### src/shared/pm_capability_header_map.vh
// Offsets, field positions and reset values of the power management capability header.
// Assumes a 32-bit APB register port with byte addresses in a 12-bit configuration space.
`ifndef PM_CAPABILITY_HEADER_MAP_VH
`define PM_CAPABILITY_HEADER_MAP_VH

// ============================================================
// Register offsets
`define PM_CAPABILITY_HEADER_HDR_OFFSET        12'h0C0
`define PM_CAPABILITY_HEADER_LOCK_OFFSET       12'h0F8
`define PM_CAPABILITY_HEADER_STAT_OFFSET       12'h0FC

// ============================================================
// Header fields
`define PM_CAPABILITY_HEADER_CAPABILITY_IDENTIFIER_LSB         0
`define PM_CAPABILITY_HEADER_CAPABILITY_IDENTIFIER_MSB         7
`define PM_CAPABILITY_HEADER_NEXT_LSB          8
`define PM_CAPABILITY_HEADER_NEXT_MSB          15
`define PM_CAPABILITY_HEADER_REV_LSB           16
`define PM_CAPABILITY_HEADER_REV_MSB           18
`define PM_CAPABILITY_HEADER_CLKREQ_BIT        19
`define PM_CAPABILITY_HEADER_RSVD_BIT          20
`define PM_CAPABILITY_HEADER_INIT_BIT          21
`define PM_CAPABILITY_HEADER_AUX_LSB           22
`define PM_CAPABILITY_HEADER_AUX_MSB           24
`define PM_CAPABILITY_HEADER_LIGHT_BIT         25
`define PM_CAPABILITY_HEADER_DEEP_BIT          26
`define PM_CAPABILITY_HEADER_WAKE_LSB          27
`define PM_CAPABILITY_HEADER_WAKE_MSB          31

// ============================================================
// Fixed values and reset values
`define PM_CAPABILITY_HEADER_CAPABILITY_IDENTIFIER_VAL         8'h01
`define PM_CAPABILITY_HEADER_REV_VAL           3'h3
`define PM_CAPABILITY_HEADER_CLKREQ_VAL        1'h0
`define PM_CAPABILITY_HEADER_RSVD_VAL          1'h0
`define PM_CAPABILITY_HEADER_AUX_VAL           3'h0
`define PM_CAPABILITY_HEADER_LIGHT_VAL         1'h0
`define PM_CAPABILITY_HEADER_DEEP_VAL          1'h0
`define PM_CAPABILITY_HEADER_INIT_RST          1'h0
`define PM_CAPABILITY_HEADER_WAKE_RST          5'h19
`define PM_CAPABILITY_HEADER_NEXT_RST          8'h00

// ============================================================
// Own lock and status registers
`define PM_CAPABILITY_HEADER_UNLOCK_BIT        0
`define PM_CAPABILITY_HEADER_LOCK_RST          1'h0
`define PM_CAPABILITY_HEADER_STAT_DROP_BIT     0
`define PM_CAPABILITY_HEADER_STAT_OFF_BIT      1
`define PM_CAPABILITY_HEADER_STAT_CNT_LSB      8
`define PM_CAPABILITY_HEADER_STAT_CNT_MSB      15
`define PM_CAPABILITY_HEADER_CNT_RST           8'h00
`define PM_CAPABILITY_HEADER_DROP_RST          1'h0
`define PM_CAPABILITY_HEADER_SEND_RST          1'h0
`define PM_CAPABILITY_HEADER_RDATA_RST         32'h00000000

// ============================================================
// Power state codes
`define PM_CAPABILITY_HEADER_STATE_D3COLD      3'h4

`endif

### src/pm_capability_header_apb_port.v
// APB3 slave front end: phase decode, zero-wait answer, error on unmapped offsets.
// Assumes a master that holds its request through the access phase.
`timescale 1ns/1ps

module pm_capability_header_apb_port (
    input  wire        psel,
    input  wire        penable,
    input  wire        pwrite,
    input  wire        hit,
    output wire        setup_rd,
    output wire        access_wr,
    output wire        pready,
    output wire        pslverr
);

    // ============================================================
    // Phase decode
    // Read data is captured at the setup edge so prdata comes from flops with no wait state
    assign setup_rd  = psel & ~penable & ~pwrite;
    assign access_wr = psel & penable & pwrite & hit;

    // ============================================================
    // Answer
    assign pready    = 1'b1;
    assign pslverr   = psel & penable & ~hit;

endmodule // pm_capability_header_apb_port

### src/pm_capability_header_regs.v
// Power management capability header with its lock and wake status registers.
// Assumes APB3 from the configuration path on pclk; power_removed is an asynchronous pin,
// power_state and wake_event come from port logic on pclk.
//
// Function
// Capability identifier reads 0x1, never writable
// Next capability link writable only when unlocked
// Specification revision reads constant 0x3
// Legacy clock flag and bit 20 zero
// Auxiliary current field reads zero
// Light and deeper sleep support read zero
// Init-needed flag lock-writable, resets zero
// Wake state mask lock-writable, resets 11001
// No wake message while power removed
// Mask writes change only advertised value
// Writes to read-only fields are ignored
`timescale 1ns/1ps
`include "pm_capability_header_map.vh"

module pm_capability_header_regs (
    input  wire        pclk,
    input  wire        presetn,
    input  wire [11:0] paddr,
    input  wire        psel,
    input  wire        penable,
    input  wire        pwrite,
    input  wire [31:0] pwdata,
    output wire [31:0] prdata,
    output wire        pready,
    output wire        pslverr,
    input  wire [1:0]  power_state,
    input  wire        power_removed,
    input  wire        wake_event,
    output wire        wake_msg_send,
    output wire [4:0]  wake_states_used
);

    // ============================================================
    // Declarations
    reg  [7:0]  next_link_q;
    reg  [7:0]  next_link_d;
    reg         init_needed_q;
    reg         init_needed_d;
    reg  [4:0]  wake_mask_q;
    reg  [4:0]  wake_mask_d;
    reg         unlock_q;
    reg         unlock_d;
    reg         drop_q;
    reg         drop_d;
    reg  [7:0]  sent_cnt_q;
    reg  [7:0]  sent_cnt_d;
    reg         send_q;
    reg         send_d;
    reg  [31:0] rdata_q;
    reg  [31:0] rdata_d;
    reg         off_meta_q;
    reg         off_sync_q;
    reg  [31:0] hdr_word;
    reg  [31:0] lock_word;
    reg  [31:0] stat_word;
    reg  [31:0] read_mux;
    reg         hit;
    reg         hit_hdr;
    reg         hit_lock;
    reg         hit_stat;
    reg  [2:0]  state_code;
    wire        setup_rd;
    wire        access_wr;
    wire [4:0]  state_match;
    wire        wake_ok;
    wire        wr_hdr;
    wire        wr_lock;
    wire        wr_stat;

    // ============================================================
    // Bus front end
    pm_capability_header_apb_port u_port (
        .psel      (psel),
        .penable   (penable),
        .pwrite    (pwrite),
        .hit       (hit),
        .setup_rd  (setup_rd),
        .access_wr (access_wr),
        .pready    (pready),
        .pslverr   (pslverr)
    );

    // ============================================================
    // Address decode
    always @* begin
        hit_hdr  = 1'b0;
        hit_lock = 1'b0;
        hit_stat = 1'b0;
        if (paddr == `PM_CAPABILITY_HEADER_HDR_OFFSET) begin
            hit_hdr = 1'b1;
        end else if (paddr == `PM_CAPABILITY_HEADER_LOCK_OFFSET) begin
            hit_lock = 1'b1;
        end else if (paddr == `PM_CAPABILITY_HEADER_STAT_OFFSET) begin
            hit_stat = 1'b1;
        end
        hit = hit_hdr | hit_lock | hit_stat;
    end

    assign wr_hdr  = access_wr & hit_hdr;
    assign wr_lock = access_wr & hit_lock;
    assign wr_stat = access_wr & hit_stat;

    // ============================================================
    // Power removed pin synchroniser
    always @(posedge pclk or negedge presetn) begin
        if (!presetn) begin
            off_meta_q <= 1'b0;
            off_sync_q <= 1'b0;
        end else begin
            off_meta_q <= power_removed;
            off_sync_q <= off_meta_q;
        end
    end

    // ============================================================
    // Header read value
    // Fixed fields are constants in the mux, so no write path can reach them
    always @* begin
        hdr_word = 32'h00000000;
        hdr_word[`PM_CAPABILITY_HEADER_CAPABILITY_IDENTIFIER_MSB:`PM_CAPABILITY_HEADER_CAPABILITY_IDENTIFIER_LSB] = `PM_CAPABILITY_HEADER_CAPABILITY_IDENTIFIER_VAL;
        hdr_word[`PM_CAPABILITY_HEADER_NEXT_MSB:`PM_CAPABILITY_HEADER_NEXT_LSB]   = next_link_q;
        hdr_word[`PM_CAPABILITY_HEADER_REV_MSB:`PM_CAPABILITY_HEADER_REV_LSB]     = `PM_CAPABILITY_HEADER_REV_VAL;
        hdr_word[`PM_CAPABILITY_HEADER_CLKREQ_BIT]                 = `PM_CAPABILITY_HEADER_CLKREQ_VAL;
        hdr_word[`PM_CAPABILITY_HEADER_RSVD_BIT]                   = `PM_CAPABILITY_HEADER_RSVD_VAL;
        hdr_word[`PM_CAPABILITY_HEADER_INIT_BIT]                   = init_needed_q;
        hdr_word[`PM_CAPABILITY_HEADER_AUX_MSB:`PM_CAPABILITY_HEADER_AUX_LSB]     = `PM_CAPABILITY_HEADER_AUX_VAL;
        hdr_word[`PM_CAPABILITY_HEADER_LIGHT_BIT]                  = `PM_CAPABILITY_HEADER_LIGHT_VAL;
        hdr_word[`PM_CAPABILITY_HEADER_DEEP_BIT]                   = `PM_CAPABILITY_HEADER_DEEP_VAL;
        hdr_word[`PM_CAPABILITY_HEADER_WAKE_MSB:`PM_CAPABILITY_HEADER_WAKE_LSB]   = wake_mask_q;
    end

    // ============================================================
    // Lock and status read values
    always @* begin
        lock_word = 32'h00000000;
        lock_word[`PM_CAPABILITY_HEADER_UNLOCK_BIT] = unlock_q;
        stat_word = 32'h00000000;
        stat_word[`PM_CAPABILITY_HEADER_STAT_DROP_BIT] = drop_q;
        stat_word[`PM_CAPABILITY_HEADER_STAT_OFF_BIT]  = off_sync_q;
        stat_word[`PM_CAPABILITY_HEADER_STAT_CNT_MSB:`PM_CAPABILITY_HEADER_STAT_CNT_LSB] = sent_cnt_q;
    end

    always @* begin
        read_mux = 32'h00000000;
        if (hit_hdr) begin
            read_mux = hdr_word;
        end else if (hit_lock) begin
            read_mux = lock_word;
        end else if (hit_stat) begin
            read_mux = stat_word;
        end
    end

    // ============================================================
    // Read data register
    // Loaded at the setup edge and held through the access phase
    always @* begin
        rdata_d = rdata_q;
        if (setup_rd) begin
            rdata_d = read_mux;
        end
    end

    assign prdata = rdata_q;

    // ============================================================
    // Lock-controlled header fields
    // Only the link, init flag and wake mask have storage; other bits of pwdata are dropped
    always @* begin
        next_link_d   = next_link_q;
        init_needed_d = init_needed_q;
        wake_mask_d   = wake_mask_q;
        unlock_d      = unlock_q;
        if (wr_hdr && unlock_q) begin
            next_link_d   = pwdata[`PM_CAPABILITY_HEADER_NEXT_MSB:`PM_CAPABILITY_HEADER_NEXT_LSB];
            init_needed_d = pwdata[`PM_CAPABILITY_HEADER_INIT_BIT];
            wake_mask_d   = pwdata[`PM_CAPABILITY_HEADER_WAKE_MSB:`PM_CAPABILITY_HEADER_WAKE_LSB];
        end
        if (wr_lock) begin
            unlock_d = pwdata[`PM_CAPABILITY_HEADER_UNLOCK_BIT];
        end
    end

    // ============================================================
    // Wake message generation
    // The state index is 4 while power is removed; mask bit 4 is set, so only the off_sync_q gate below stops a match
    always @* begin
        if (off_sync_q) begin
            state_code = `PM_CAPABILITY_HEADER_STATE_D3COLD;
        end else begin
            state_code = {1'b0, power_state};
        end
    end

    // Uses the reset-default mask, not the written one
    genvar gi;
    generate
        for (gi = 0; gi < 5; gi = gi + 1) begin : g_state
            localparam [4:0] DEF_MASK = `PM_CAPABILITY_HEADER_WAKE_RST;
            assign state_match[gi] = DEF_MASK[gi] & (state_code == gi) & ~off_sync_q;
        end
    endgenerate

    assign wake_ok          = |state_match;
    assign wake_states_used = `PM_CAPABILITY_HEADER_WAKE_RST;
    assign wake_msg_send    = send_q;

    always @* begin
        send_d     = wake_event & wake_ok;
        sent_cnt_d = sent_cnt_q;
        drop_d     = drop_q;
        if (send_d) begin
            sent_cnt_d = sent_cnt_q + 8'h01;
        end
        if (wr_stat && pwdata[`PM_CAPABILITY_HEADER_STAT_CNT_MSB:`PM_CAPABILITY_HEADER_STAT_CNT_LSB] != 8'h00) begin
            sent_cnt_d = `PM_CAPABILITY_HEADER_CNT_RST;
        end
        // Clear first, then set, so a drop in the clearing cycle is kept
        if (wr_stat && pwdata[`PM_CAPABILITY_HEADER_STAT_DROP_BIT]) begin
            drop_d = 1'b0;
        end
        if (wake_event && !wake_ok) begin
            drop_d = 1'b1;
        end
    end

    // ============================================================
    // State registers
    always @(posedge pclk or negedge presetn) begin
        if (!presetn) begin
            next_link_q   <= `PM_CAPABILITY_HEADER_NEXT_RST;
            init_needed_q <= `PM_CAPABILITY_HEADER_INIT_RST;
            wake_mask_q   <= `PM_CAPABILITY_HEADER_WAKE_RST;
            unlock_q      <= `PM_CAPABILITY_HEADER_LOCK_RST;
            drop_q        <= `PM_CAPABILITY_HEADER_DROP_RST;
            sent_cnt_q    <= `PM_CAPABILITY_HEADER_CNT_RST;
            send_q        <= `PM_CAPABILITY_HEADER_SEND_RST;
            rdata_q       <= `PM_CAPABILITY_HEADER_RDATA_RST;
        end else begin
            next_link_q   <= next_link_d;
            init_needed_q <= init_needed_d;
            wake_mask_q   <= wake_mask_d;
            unlock_q      <= unlock_d;
            drop_q        <= drop_d;
            sent_cnt_q    <= sent_cnt_d;
            send_q        <= send_d;
            rdata_q       <= rdata_d;
        end
    end

endmodule // pm_capability_header_regs

### config.mk
export PLATFORM = sky130hd
export DESIGN_NAME = pm_capability_header_regs
export DESIGN_NICKNAME = d
export VERILOG_FILES = /design/src/pm_capability_header_apb_port.v /design/src/pm_capability_header_regs.v
export VERILOG_INCLUDE_DIRS = /design/src /design/src/shared
export SDC_FILE = /design/constraint.sdc
export NUM_CORES = 1
export LEC_CHECK = 0
export ABC_AREA = 1
export ABC_CLOCK_PERIOD_IN_PS = 1550
export BUFFER_PORTS_ARGS = -buffer_cell sky130_fd_sc_hd__buf_2
export CAP_MARGIN = 20
export CORE_AREA = 2 2 73 75
export CTS_BUF_LIST = sky130_fd_sc_hd__clkbuf_16
export CTS_CLUSTER_DIAMETER = 80
export DETAILED_ROUTE_END_ITERATION = 12
export DIE_AREA = 0 0 75 77
export HOLD_SLACK_MARGIN = 0.15
export PLACE_DENSITY_LB_ADDON = 0.25
export SETUP_SLACK_MARGIN = 0.05
export SYNTH_ARGS = -nofsm -noshare
export SYNTH_HDL_FRONTEND = slang
export SYNTH_SLANG_ARGS = --single-unit
### constraint.sdc
create_clock -name pclk -period 1.55 [get_ports pclk]
set_clock_uncertainty 0.05 [all_clocks]
set_input_delay 0.31 -clock pclk [delete_from_list [all_inputs] [get_ports pclk]]
set_output_delay 0.31 -clock pclk [all_outputs]
set_load 0.01 [all_outputs]
==> impl_metrics.yaml <==
sta:
  setup_tns_ns: 0
  period_minus_slack_ns: 1.51
  fin_ws_ns: 0.0412
  hold_violations: 0
  maxSlewViolCount: 0
  min_period_over_period_pct: 97.3
  setup_viol: 0
  whs_ns: 0.197
  rsz0062_at_grt: "true"
  max_clock_freq_mhz: 663
clock_network:
  h-tree-depth: 2
  cts_tree: "yes"
  worstSkewPairLatency_ns: 0.28
  numCtsBuffers: 5
  root_buffer: "clkbuf_16"
  cts.sinks: 44
  clk_path_buf_depth: 2
  clk_pin_slew_worst_paths_ns: 0.06
synth:
  ys_ff_latch: 44
  syn-cell-area_um2: 2370
  synth.distinct_cells: 27
  synth_cells: 313
  yosysWarnings: 0
  yosysSeqAreaShare_pct: 46.6
  synth.avg_cell_area_um2: 7.58
power_and_ir_drop:
  power.density_nw_per_um2: 1040
  max-vdd-ir-drop_v: 0.000768
  cellLeakagePower_nw: 1.69
grt:
  antenna_found_initial: 0
  track_usage_pct: 18.8
  overflow: 0
  grt_max_degree: 45
  grt_pass1_wl_um: 8480
  grt_pass1_vias: 1950
worst_setup_path:
  worstPathCellList: "buf_2, nand2_2, inv_1, nand2_2, nor2_2, nand2_1, nand3_1, nor2_1, buf_2"
  critical_path.startpoint: "paddr[5]"
  rr_endpoint: "sent_cnt_q[7]"
  reg2reg_from: "sent_cnt_q[2]"
  end_kind: "output port"
  crit_path_top_delay_cell: "buf_2"
  cp-endpoint: "pslverr"
  critPathMaxFanout: 3
  crit_type: "in -> out"
  slowest_delay_ns: 0.14
  ff2ff_setup_slack_ns: 0.26
  cp.required_ns: 1.19
  reg2regPathDepth: 7
  worstSetupStartpointType: "input pin"
  arrival_ns: 1.15
detailed_routing:
  detail_route.wl_per_cell_um: 11.5
  top_layer: "met4"
  vias: 2116
  route.met3.wl_um: 268
  firstDrtPassIters: 4
  wirelength_um: 5180
  met2WireLength_um: 2570
  vias_per_cell: 4.69
  ant_nets: 0
  drc_errors: 0
  drtIter0Drc: 88
  wirelength_met1_um: 2310
min_path:
  hp-class: "in -> reg"
floorplanning:
  start_util_pct: 47.7
  pin_count: 93
  num_rows: 26
  fp.dieH_um: 77
  die_w_um: 75
  die_area_um2: 5780
  core_area_um2: 4980
status:
  status: "finished clean"
final_layout:
  syn_to_final_growth_pct: 23.2
  drive_above_1_share_pct: 25.7
  nFillCells: 483
  nets: 434
  final_cells: 451
  n_antenna_cell: 0
  post-route-util_pct: 58.7
run:
  maxCapViolCount: 0
placed_design:
  place_hpwl_um: 3850
  pre_cts_ws_ns: -0.00427
  portBuffers: 55
  finalWeightedCongestion: 0.806
  placedCellCount: 440
## flip-flops by register name, summed over array words and instances (netlist names)
signal / cells
prdata: 17
next_link_q: 8
sent_cnt_q: 8
wake_mask_q: 5
drop_q: 1
init_needed_q: 1
off_meta_q: 1
off_sync_q: 1
unlock_q: 1
wake_msg_send: 1
## worst max-delay path, delay by kind of cell
| family | cells | cell delay, ns |
|---|---|---|
| buffers and inverters | 3 | 0.35 |
| and+or+nand+nor | 6 | 0.48 |
## through the flow
step / power (mW) / area [um^2]
floorplan: 1.74 / 2440
global placement: 1.86 / 2710
detailed placement: 1.88 / 2710
CTS: 3.05 / 2900
global route: 3.21 / 2920
finish: 3.03 / 2920
## Yosys cell counts, drive strengths merged
cell type	n	area share, %
conb	2	0.32
nand3	48	10
xor2	1	0.37
ha	1	0.53
nor3	4	1.7
o21ai	1	0.21
o31ai	1	0.32
inv	31	4.9
dfrtp	41	43
xnor2	1	0.37
or2	1	0.26
clkbuf	3	0.47
buf	24	7.6
nand2	107	17
nor2	28	5.1
clkinv	3	0.53
nand4	13	3.4
dfstp	3	3.3
## layout by cell type (no fill, tap or decap), types with 2 or more instances in the layout
cell type	netlist	final
nand2_1	105	103
buf_2	1	54
nand3_1	48	48
dfrtp_1	41	41
inv_1	27	27
conb_1	2	20
nor2_1	24	19
nand4_1	13	13
buf_4	22	12
nor2_2	3	7
clkbuf_16	0	5
inv_2	4	4
nand2_2	2	4
clkinv_1	2	4
dfstp_2	3	3
nor2_4	1	2
nor3_2	2	2
dlygate4sd3_1	0	2
## repair_timing
item / 4_1_cts / 5_1_grt
pin swaps: 0 / 1
gates cloned: 0 / 0
hold buffers: 2 / 0
gates resized for setup: 4 / 6
setup endpoints to repair: 1 / 4
hold endpoints to repair: 42 / 0
setup buffers: 0 / 1
## cells by family (layout without fill, tap and decap cells)
| group | after synthesis | in the layout | synth area share (%) |
|---|---|---|---|
| and+or+nand+nor | 201 | 201 | 37.8 |
| buffers and inverters | 61 | 111 | 13.6 |
| DFF | 44 | 44 | 46.6 |
| other | 2 | 20 | 0.317 |
| AOI/OAI and AO/OA | 2 | 2 | 0.527 |
| xor gates and xnor gates | 2 | 2 | 0.739 |
| adders and majority gates | 1 | 1 | 0.527 |
## power by group
group          switching (mW)  internal, mW
registers               0.121          1.25
logic                   0.308         0.193
clock network           0.409         0.749
total                   0.837          2.19
## how the worst min path moves through the flow
stage / from / endpoint / slack (ns) / depth (start not counted)
final: pwdata[30] / wake_mask_q[3] / 0.20 / 3
after global routing: pwdata[31] / wake_mask_q[4] / 0.19 / 3
after CTS: pwdata[30] / wake_mask_q[3] / 0.19 / 3
after detailed placement: presetn / sent_cnt_q[0] / 0.26 / 2
after global placement: presetn / sent_cnt_q[0] / 0.26 / 2
after floorplan: presetn / drop_q / -0.04 / 0
## per-layer routing
metal,up-vias,global-route usage [%]
li1,1084,-
met1,972,24.3
met2,55,32.2
met3,5,3.94
met4,0,3.39
met5,-,0
## final cells by class
cell class                      count  area, um^2  area share [%]
Sequential cell                    44        1100            37.8
Multi-Input combinational cell    226        1040            35.5
Timing Repair Buffer               69         400            13.7
Inverter                           34         129            4.41
Clock buffer                        5         125            4.28
Tap cell                           70        87.6            3.00
Clock inverter                      3        37.5            1.28
Power figures use the tool's default switching activity.
